**src/rtl/mon_alert_pkg.sv**
```systemverilog
// Shared constants for the monitor alert status and mask logic
package mon_alert_pkg;

	// Register indices on the address pointer
	localparam logic [7:0] ADDR_ALERT_STATUS_TWO = 8'h02;
	localparam logic [7:0] ADDR_ALERT_MASK_ONE   = 8'h03;
	localparam logic [7:0] ADDR_ALERT_MASK_TWO   = 8'h04;

	// Power-on values
	localparam logic [7:0] RST_ALERT_STATUS_TWO = 8'h00;
	localparam logic [7:0] RST_ALERT_MASK_ONE   = 8'h00;
	localparam logic [7:0] RST_ALERT_MASK_TWO   = 8'h00;

	// Status two field positions
	localparam int BIT_HOT_TEMP   = 0;
	localparam int BIT_BOARD_TEMP = 1;
	localparam int BIT_TACH_ONE   = 2;
	localparam int BIT_TACH_TWO   = 3;
	localparam int BIT_INTRUSION  = 4;
	localparam int BIT_OVERTEMP   = 5;
	localparam int STATUS_TWO_FLAGS = 6;

	// Mask two mode select positions
	localparam int BIT_HOT_MODE      = 6;
	localparam int BIT_OVERTEMP_MODE = 7;

	// Tracker state
	typedef enum logic [1:0] {
		TEMP_NORMAL = 2'b01,
		TEMP_HOT    = 2'b10
	} temp_state_type;

	// Unmasked flag reduction, used for both status groups
	function automatic logic any_unmasked(input logic [7:0] flags, input logic [7:0] mask);
		any_unmasked = |(flags & ~mask);
	endfunction : any_unmasked

endpackage : mon_alert_pkg

```
**src/rtl/monitor_interrupt_status_mask.sv**
```systemverilog
// Second alert status register, two mask registers and interrupt output
//
// How it works
// - Status two sits at 0x02, reads back the flags and ignores writes.
// - Bit 0 flags hot temperature events, with one-time or default mode picked by mask two bit 6.
// - Bit 1 flags the active-low board temperature alert pin, which may be a wired-OR of sensors.
// - Bits 2 and 3 flag the first and second fan count limit being exceeded.
// - Bit 4 flags the chassis intrusion input seen high.
// - Bit 5 flags overtemperature-shutdown events, mode picked by mask two bit 7; bits 6 and 7 are zero.
// - Status two and both masks come up as all zeros after power-on.
// - Mask one at 0x03 is eight read/write bits masking the voltage and external alert flags.
// - Mask two at 0x04 holds read/write bits 0 to 5 masking the status two flags.
// - In default mode a temperature flag clears on read and returns on each conversion while hot.
// - In one-time mode a flag is raised on crossing the hot limit and again on falling below hysteresis.
// - The interrupt output is registered and goes high only on an edge where the interrupt enable bit is set.
`timescale 1ns/1ps
module monitor_interrupt_status_mask
	import mon_alert_pkg::*;
(
	// Clock and reset
	input  wire logic       ref_clk_i,
	input  wire logic       nrst_i,
	// Register access from the serial interface
	input  wire logic [7:0] reg_addr_i,
	input  wire logic [7:0] reg_wdata_i,
	input  wire logic       reg_wr_i,
	input  wire logic       reg_rd_i,
	output logic      [7:0] reg_rdata_o,
	// Configuration and status one flags
	input  wire logic       int_enable_i,
	input  wire logic       soft_init_i,
	input  wire logic [7:0] status_one_i,
	// Hot temperature comparisons
	input  wire logic       conv_done_i,
	input  wire logic       hot_above_limit_i,
	input  wire logic       hot_below_hyst_i,
	// Overtemperature shutdown comparisons
	input  wire logic       overtemp_above_limit_i,
	input  wire logic       overtemp_below_hyst_i,
	// External event inputs
	input  wire logic       board_temp_alert_input_n_i,
	input  wire logic       tach_input_one_over_i,
	input  wire logic       tach_input_two_over_i,
	input  wire logic       intrusion_input_i,
	// Outputs
	output logic [7:0]      alert_status_two_o,
	output logic            int_o
);

	logic [7:0]                  alert_mask_one_r;
	logic [7:0]                  alert_mask_two_r;
	logic [7:0]                  status_two;
	logic [STATUS_TWO_FLAGS-1:0] set_vec;
	logic                        hot_set;
	logic                        overtemp_set;
	logic                        status_two_read;
	logic                        int_r;
	logic                        int_nxt;

	// Register strobes, decoded by address
	logic wr_mask_one;
	logic wr_mask_two;

	always_comb begin
		wr_mask_one     = 1'b0;
		wr_mask_two     = 1'b0;
		status_two_read = 1'b0;
		if (reg_addr_i == ADDR_ALERT_MASK_ONE) begin
			wr_mask_one = reg_wr_i;
		end else if (reg_addr_i == ADDR_ALERT_MASK_TWO) begin
			wr_mask_two = reg_wr_i;
		end else if (reg_addr_i == ADDR_ALERT_STATUS_TWO) begin
			status_two_read = reg_rd_i;
		end
	end

	// Hot temperature event source
	temp_alert_tracker u_hot_tracker (
		.ref_clk_i       (ref_clk_i),
		.nrst_i          (nrst_i),
		.soft_init_i     (soft_init_i),
		.one_time_mode_i (alert_mask_two_r[BIT_HOT_MODE]),
		.conv_done_i     (conv_done_i),
		.above_hot_i     (hot_above_limit_i),
		.below_hyst_i    (hot_below_hyst_i),
		.set_flag_o      (hot_set)
	);

	// Overtemperature shutdown event source
	temp_alert_tracker u_overtemp_tracker (
		.ref_clk_i       (ref_clk_i),
		.nrst_i          (nrst_i),
		.soft_init_i     (soft_init_i),
		.one_time_mode_i (alert_mask_two_r[BIT_OVERTEMP_MODE]),
		.conv_done_i     (conv_done_i),
		.above_hot_i     (overtemp_above_limit_i),
		.below_hyst_i    (overtemp_below_hyst_i),
		.set_flag_o      (overtemp_set)
	);

	// Event vector into status two
	always_comb begin
		set_vec                 = '0;
		set_vec[BIT_HOT_TEMP]   = hot_set;
		set_vec[BIT_BOARD_TEMP] = !board_temp_alert_input_n_i;
		set_vec[BIT_TACH_ONE]   = tach_input_one_over_i;
		set_vec[BIT_TACH_TWO]   = tach_input_two_over_i;
		set_vec[BIT_INTRUSION]  = intrusion_input_i;
		set_vec[BIT_OVERTEMP]   = overtemp_set;
	end

	// Status two flags, cleared by each read
	sticky_status_bank u_status_two (
		.ref_clk_i    (ref_clk_i),
		.nrst_i       (nrst_i),
		.soft_init_i  (soft_init_i),
		.read_clear_i (status_two_read),
		.set_i        (set_vec),
		.flags_o      (status_two)
	);

	assign alert_status_two_o = status_two;

	// Mask one, plain read/write
	always_ff @(posedge ref_clk_i or negedge nrst_i) begin
		if (!nrst_i) begin
			alert_mask_one_r <= RST_ALERT_MASK_ONE;
		end else if (soft_init_i) begin
			alert_mask_one_r <= RST_ALERT_MASK_ONE;
		end else if (wr_mask_one) begin
			alert_mask_one_r <= reg_wdata_i;
		end
	end

	// Mask two, masks plus mode selects
	always_ff @(posedge ref_clk_i or negedge nrst_i) begin
		if (!nrst_i) begin
			alert_mask_two_r <= RST_ALERT_MASK_TWO;
		end else if (soft_init_i) begin
			alert_mask_two_r <= RST_ALERT_MASK_TWO;
		end else if (wr_mask_two) begin
			alert_mask_two_r <= reg_wdata_i;
		end
	end

	// Read data, captured on the read strobe
	always_ff @(posedge ref_clk_i or negedge nrst_i) begin
		if (!nrst_i) begin
			reg_rdata_o <= 8'h00;
		end else if (reg_rd_i) begin
			if (reg_addr_i == ADDR_ALERT_STATUS_TWO) begin
				reg_rdata_o <= status_two;
			end else if (reg_addr_i == ADDR_ALERT_MASK_ONE) begin
				reg_rdata_o <= alert_mask_one_r;
			end else if (reg_addr_i == ADDR_ALERT_MASK_TWO) begin
				reg_rdata_o <= alert_mask_two_r;
			end else begin
				reg_rdata_o <= 8'h00;
			end
		end
	end

	// Interrupt request from unmasked flags of both groups
	always_comb begin
		int_nxt = int_enable_i &&
			(any_unmasked(status_one_i, alert_mask_one_r) ||
			any_unmasked(status_two, {2'b11, alert_mask_two_r[5:0]}));
	end

	// Registered interrupt output
	always_ff @(posedge ref_clk_i or negedge nrst_i) begin
		if (!nrst_i) begin
			int_r <= 1'b0;
		end else begin
			int_r <= int_nxt;
		end
	end

	assign int_o = int_r;

endmodule : monitor_interrupt_status_mask

```
**src/rtl/temp_alert_tracker.sv**
```systemverilog
// Temperature alert event source with default and one-time modes
`timescale 1ns/1ps
module temp_alert_tracker
	import mon_alert_pkg::*;
(
	// Clock and reset
	input  wire logic ref_clk_i,
	input  wire logic nrst_i,
	// Control
	input  wire logic soft_init_i,
	input  wire logic one_time_mode_i,
	// Conversion results
	input  wire logic conv_done_i,
	input  wire logic above_hot_i,
	input  wire logic below_hyst_i,
	// Event to the status flag
	output logic      set_flag_o
);

	temp_state_type state_r;
	temp_state_type state_nxt;

	// Hot region entered above hot limit, left below hysteresis
	always_comb begin
		state_nxt  = state_r;
		set_flag_o = 1'b0;
		case (state_r)
			TEMP_NORMAL: begin
				if (conv_done_i && above_hot_i) begin
					state_nxt  = TEMP_HOT;
					set_flag_o = 1'b1;
				end
			end
			TEMP_HOT: begin
				if (conv_done_i && below_hyst_i) begin
					state_nxt  = TEMP_NORMAL;
					set_flag_o = one_time_mode_i;
				end else if (conv_done_i) begin
					set_flag_o = !one_time_mode_i;
				end
			end
			default: begin
				state_nxt = TEMP_NORMAL;
			end
		endcase
	end

	// State register
	always_ff @(posedge ref_clk_i or negedge nrst_i) begin
		if (!nrst_i) begin
			state_r <= TEMP_NORMAL;
		end else if (soft_init_i) begin
			state_r <= TEMP_NORMAL;
		end else begin
			state_r <= state_nxt;
		end
	end

endmodule : temp_alert_tracker

```
**src/rtl/sticky_status_bank.sv**
```systemverilog
// Sticky status flags cleared by a read, set winning over clear
`timescale 1ns/1ps
module sticky_status_bank
	import mon_alert_pkg::*;
(
	// Clock and reset
	input  wire logic                        ref_clk_i,
	input  wire logic                        nrst_i,
	// Control
	input  wire logic                        soft_init_i,
	input  wire logic                        read_clear_i,
	input  wire logic [STATUS_TWO_FLAGS-1:0] set_i,
	// Flags
	output logic      [7:0]                  flags_o
);

	logic [STATUS_TWO_FLAGS-1:0] flags_r;

	// Clear on read, a same-cycle set survives
	always_ff @(posedge ref_clk_i or negedge nrst_i) begin
		if (!nrst_i) begin
			flags_r <= RST_ALERT_STATUS_TWO[STATUS_TWO_FLAGS-1:0];
		end else if (soft_init_i) begin
			flags_r <= RST_ALERT_STATUS_TWO[STATUS_TWO_FLAGS-1:0];
		end else if (read_clear_i) begin
			flags_r <= set_i;
		end else begin
			flags_r <= flags_r | set_i;
		end
	end

	// Reserved bits 6 and 7 read as zero
	assign flags_o = {2'b00, flags_r};

endmodule : sticky_status_bank

```
**config.mk**
```make
export PLATFORM = sky130hd
export DESIGN_NAME = monitor_interrupt_status_mask
export DESIGN_NICKNAME = d
export VERILOG_FILES = /design/src/rtl/mon_alert_pkg.sv /design/src/rtl/monitor_interrupt_status_mask.sv /design/src/rtl/temp_alert_tracker.sv /design/src/rtl/sticky_status_bank.sv
export SDC_FILE = /design/constraint.sdc
export NUM_CORES = 1
export LEC_CHECK = 0
export ABC_CLOCK_PERIOD_IN_PS = 1600
export BUFFER_PORTS_ARGS = -buffer_cell sky130_fd_sc_hd__buf_4
export CAP_MARGIN = 5
export CORE_MARGIN = 10
export CORE_UTILIZATION = 51
export CTS_CLUSTER_SIZE = 25
export DETAILED_ROUTE_END_ITERATION = 8
export PLACE_DENSITY = 0.78
export SKIP_LAST_GASP = 1
export SYNTH_ARGS = -nofsm -noshare
export SYNTH_HDL_FRONTEND = slang
export SYNTH_SLANG_ARGS = --single-unit
```
**constraint.sdc**
```tcl
create_clock -name ref_clk_i -period 1.6 [get_ports ref_clk_i]
set_input_delay 0.24 -clock ref_clk_i [delete_from_list [all_inputs] [get_ports ref_clk_i]]
set_output_delay 0.24 -clock ref_clk_i [all_outputs]
set_load 0.005 [all_outputs]
```
==> impl_metrics.json <==
{
  "status": "complete, no violations",
  "antenna_found_initial": 0,
  "finalWorstSetupSlack_ps": 160,
  "final_cells": 284,
  "worstPathArrival_ps": 1700,
  "netSwitchingFraction": 0.273,
  "cts_hold_buffers": 1,
  "ir_worst_vdd_mv": 0.566,
  "clkTransAtPathRegs_ps": 100,
  "wl_met2_um": 2020,
  "ys_seq_area_frac": 0.485,
  "setup_tns_ps": 0,
  "grt_overflow": 0,
  "fin_crit_sh": 0.900,
  "reg2reg_depth": 5,
  "layout-drive-gt1-share": 0.303,
  "viasPerCell": 5.15,
  "via_count": 1464,
  "post-dp-hpwl_um": 3530,
  "synthCells": 178,
  "die_area_um2": 6340,
  "crit_end": "u_hot_tracker.state_r[0]",
  "crit_type": "register to register",
  "globalplace.congestion": 0.802,
  "die_y_um": 79.6,
  "place_ws_ps": 30.0,
  "r2r-end": "u_hot_tracker.state_r[0]",
  "grt_use_total": 0.146,
  "min_path_cells": 2,
  "highest_layer": "met4",
  "syn_avg_cell_area_um2": 10.2,
  "coreArea_um2": 3390,
  "seqCellArea_um2": 878,
  "routedWlPerCell_um": 15.6,
  "grt_setup_unrepaired": "no",
  "cts-resized-gates": 0,
  "cts.sinks": 35,
  "power.density_nw_per_um2": 797,
  "layout_commonest_cell": "buf_4",
  "drc_errors": 0,
  "clkLatencyLatePin_ps": 330,
  "io_buffers": 53,
  "wl_met1_um": 2010,
  "grt_pass1_wl_um": 7360,
  "p_sw_mw": 0.507,
  "wl_um": 4420,
  "place_inst": 276,
  "fillers": 292,
  "critPathLaunch": "u_hot_tracker.state_r[0]",
  "hold_class": "input port to register",
  "crit_path_start_kind": "register",
  "antenna_left": 0,
  "end_kind": "register",
  "layout_common_cells": "buf_4, dfrtp_1, inv_1",
  "multi_input_area_um2": 795,
  "syn_area_um2": 1810,
  "synth_seq_cells": 35,
  "finalHoldViolations": 0,
  "r2r_setup_slack_ps": 160,
  "drv_slew": 0,
  "fin_crit_ps": 1440,
  "numCtsBuffers": 5,
  "dr.pass1.iters": 4,
  "num_io_pins": 56,
  "cp_max_fo": 3,
  "yosysUniqueCellTypes": 32,
  "die_w_um": 79.6,
  "cp_data_required_time_ps": 1860,
  "intPower_mw": 1.35,
  "post-cts-setup-buffer-count": 0,
  "p_clk_frac": 0.255,
  "wl_met3_um": 348,
  "htreeDepth": 2,
  "setup_violations": 0,
  "std_cell_rows": 21,
  "clock_skew_ps": 7.14,
  "diodes": 0,
  "start_util": 0.535,
  "rr_startpoint": "u_hot_tracker.state_r[0]",
  "initialDrtViolationCount": 103,
  "p_seq_frac": 0.536,
  "root_buffer": "clkbuf_4",
  "cts_tree": "yes",
  "fmax_mhz": 695,
  "p_leak_nw": 1.27,
  "num-nets-final": 281,
  "first_global_vias": 1568,
  "maxCapViolations": 0,
  "power_frac_comb": 0.209,
  "grt_max_degree": 36,
  "cts_max_path_buffers": 2,
  "area_delta_synth_final_pct": 28.6,
  "yosysWarningCount": 0
}
==> synth_stat cells <==
| master | number | area share |
|---|---|---|
| dfrtp_1 | 33 | 0.46 |
| inv_1 | 28 | 0.058 |
| mux2i_1 | 23 | 0.13 |
| nor2_1 | 23 | 0.048 |
| o22ai_1 | 13 | 0.045 |
| a21oi_1 | 8 | 0.022 |
| a22oi_1 | 5 | 0.021 |
| nand2_1 | 5 | 0.010 |
| ha_1 | 4 | 0.028 |
| a21o_1 | 3 | 0.012 |
| a22o_1 | 3 | 0.015 |
| clkbuf_1 | 3 | 0.0062 |
| nor3_1 | 3 | 0.0083 |
| a221oi_1 | 2 | 0.0097 |
| buf_4 | 2 | 0.0083 |
| dfstp_2 | 2 | 0.029 |
| nand3_2 | 2 | 0.011 |
| xnor2_1 | 2 | 0.0097 |
| a31oi_1 | 1 | 0.0035 |
| and3_1 | 1 | 0.0035 |
| and3b_1 | 1 | 0.0048 |
| buf_6 | 1 | 0.0062 |
| conb_1 | 1 | 0.0021 |
| mux2_2 | 1 | 0.0062 |
| nand2b_1 | 1 | 0.0035 |
| nand3b_1 | 1 | 0.0041 |
| nand3b_4 | 1 | 0.011 |
| nor2b_1 | 1 | 0.0035 |
| nor3b_2 | 1 | 0.0069 |
| nor4_4 | 1 | 0.012 |
| o2bb2ai_1 | 1 | 0.0048 |
| o31a_1 | 1 | 0.0048 |
==> worst min-delay path by stage <==
stage,from,end,slack (ps)
global route,board_temp_alert_input_n_i,u_status_two.flags_r[1],50
floorplan,nrst_i,alert_mask_one_r[0],-60
CTS,board_temp_alert_input_n_i,u_status_two.flags_r[1],60
finish,board_temp_alert_input_n_i,u_status_two.flags_r[1],70
global placement,nrst_i,reg_rdata_o[1],210
detailed placement,nrst_i,int_o,210
==> critical path, stage by stage (launching register included) <==
cell and delay, ps:
dfstp_2 560, inv_1 50, ha_1 210, a22oi_1 180, nor2_1 100, mux2_2 280
==> logic make-up after synthesis <==
logic type                 synth area share
xor gates and xnor gates            0.00967
AOI/OAI and AO/OA                     0.137
other                               0.00207
buffers and inverters                0.0787
adders and majority gates            0.0276
muxes                                 0.133
DFF                                   0.485
and+or+nand+nor                       0.126
==> per-layer routing <==
layer / GRT usage / vias up
met1: 0.181 / 680
met2: 0.230 / 53
met4: 0.0394 / 0
met3: 0.0574 / 5
li1: - / 726
met5: 0 / -
==> stage by stage <==
stage / instance area (µm²) / total power, mW / util / hold slack, ps
after floorplan: 1820 / 1.21 / - / -55.6
after global placement: 2260 / 1.38 / 0.668 / 212
after detailed placement: 2260 / 1.39 / 0.668 / 211
after CTS: 2330 / 1.87 / 0.687 / 62.4
after global routing: 2330 / 1.97 / 0.687 / 46.6
final: 2330 / 1.86 / 0.687 / 73.9
==> final cells by class <==
class,instances,share of cell area
flip-flops and latches,35,0.377
repair buffers,58,0.188
well taps,46,0.0247
inverters,28,0.0451
multi-input cells,110,0.341
clock inverters,1,0.00215
clock buffers,6,0.0220
==> power groups by stage <==
stage	combinational [mW]	sequential [mW]	clock [mW]
after floorplan	0.212	0.996	0
after global placement	0.373	1.01	0
after detailed placement	0.383	1.01	0
after CTS	0.391	0.994	0.488
after global routing	0.431	1.00	0.532
final	0.388	0.996	0.474
==> state kept, by name (all words and copies together) (netlist names) <==
register / count
alert_mask_two_r: 8
u_hot_tracker.state_r: 2
int_o: 1
alert_mask_one_r: 8
u_overtemp_tracker.state_r: 2
reg_rdata_o: 8
u_status_two.flags_r: 6
Note: power is estimated with default switching activity, not from simulation.
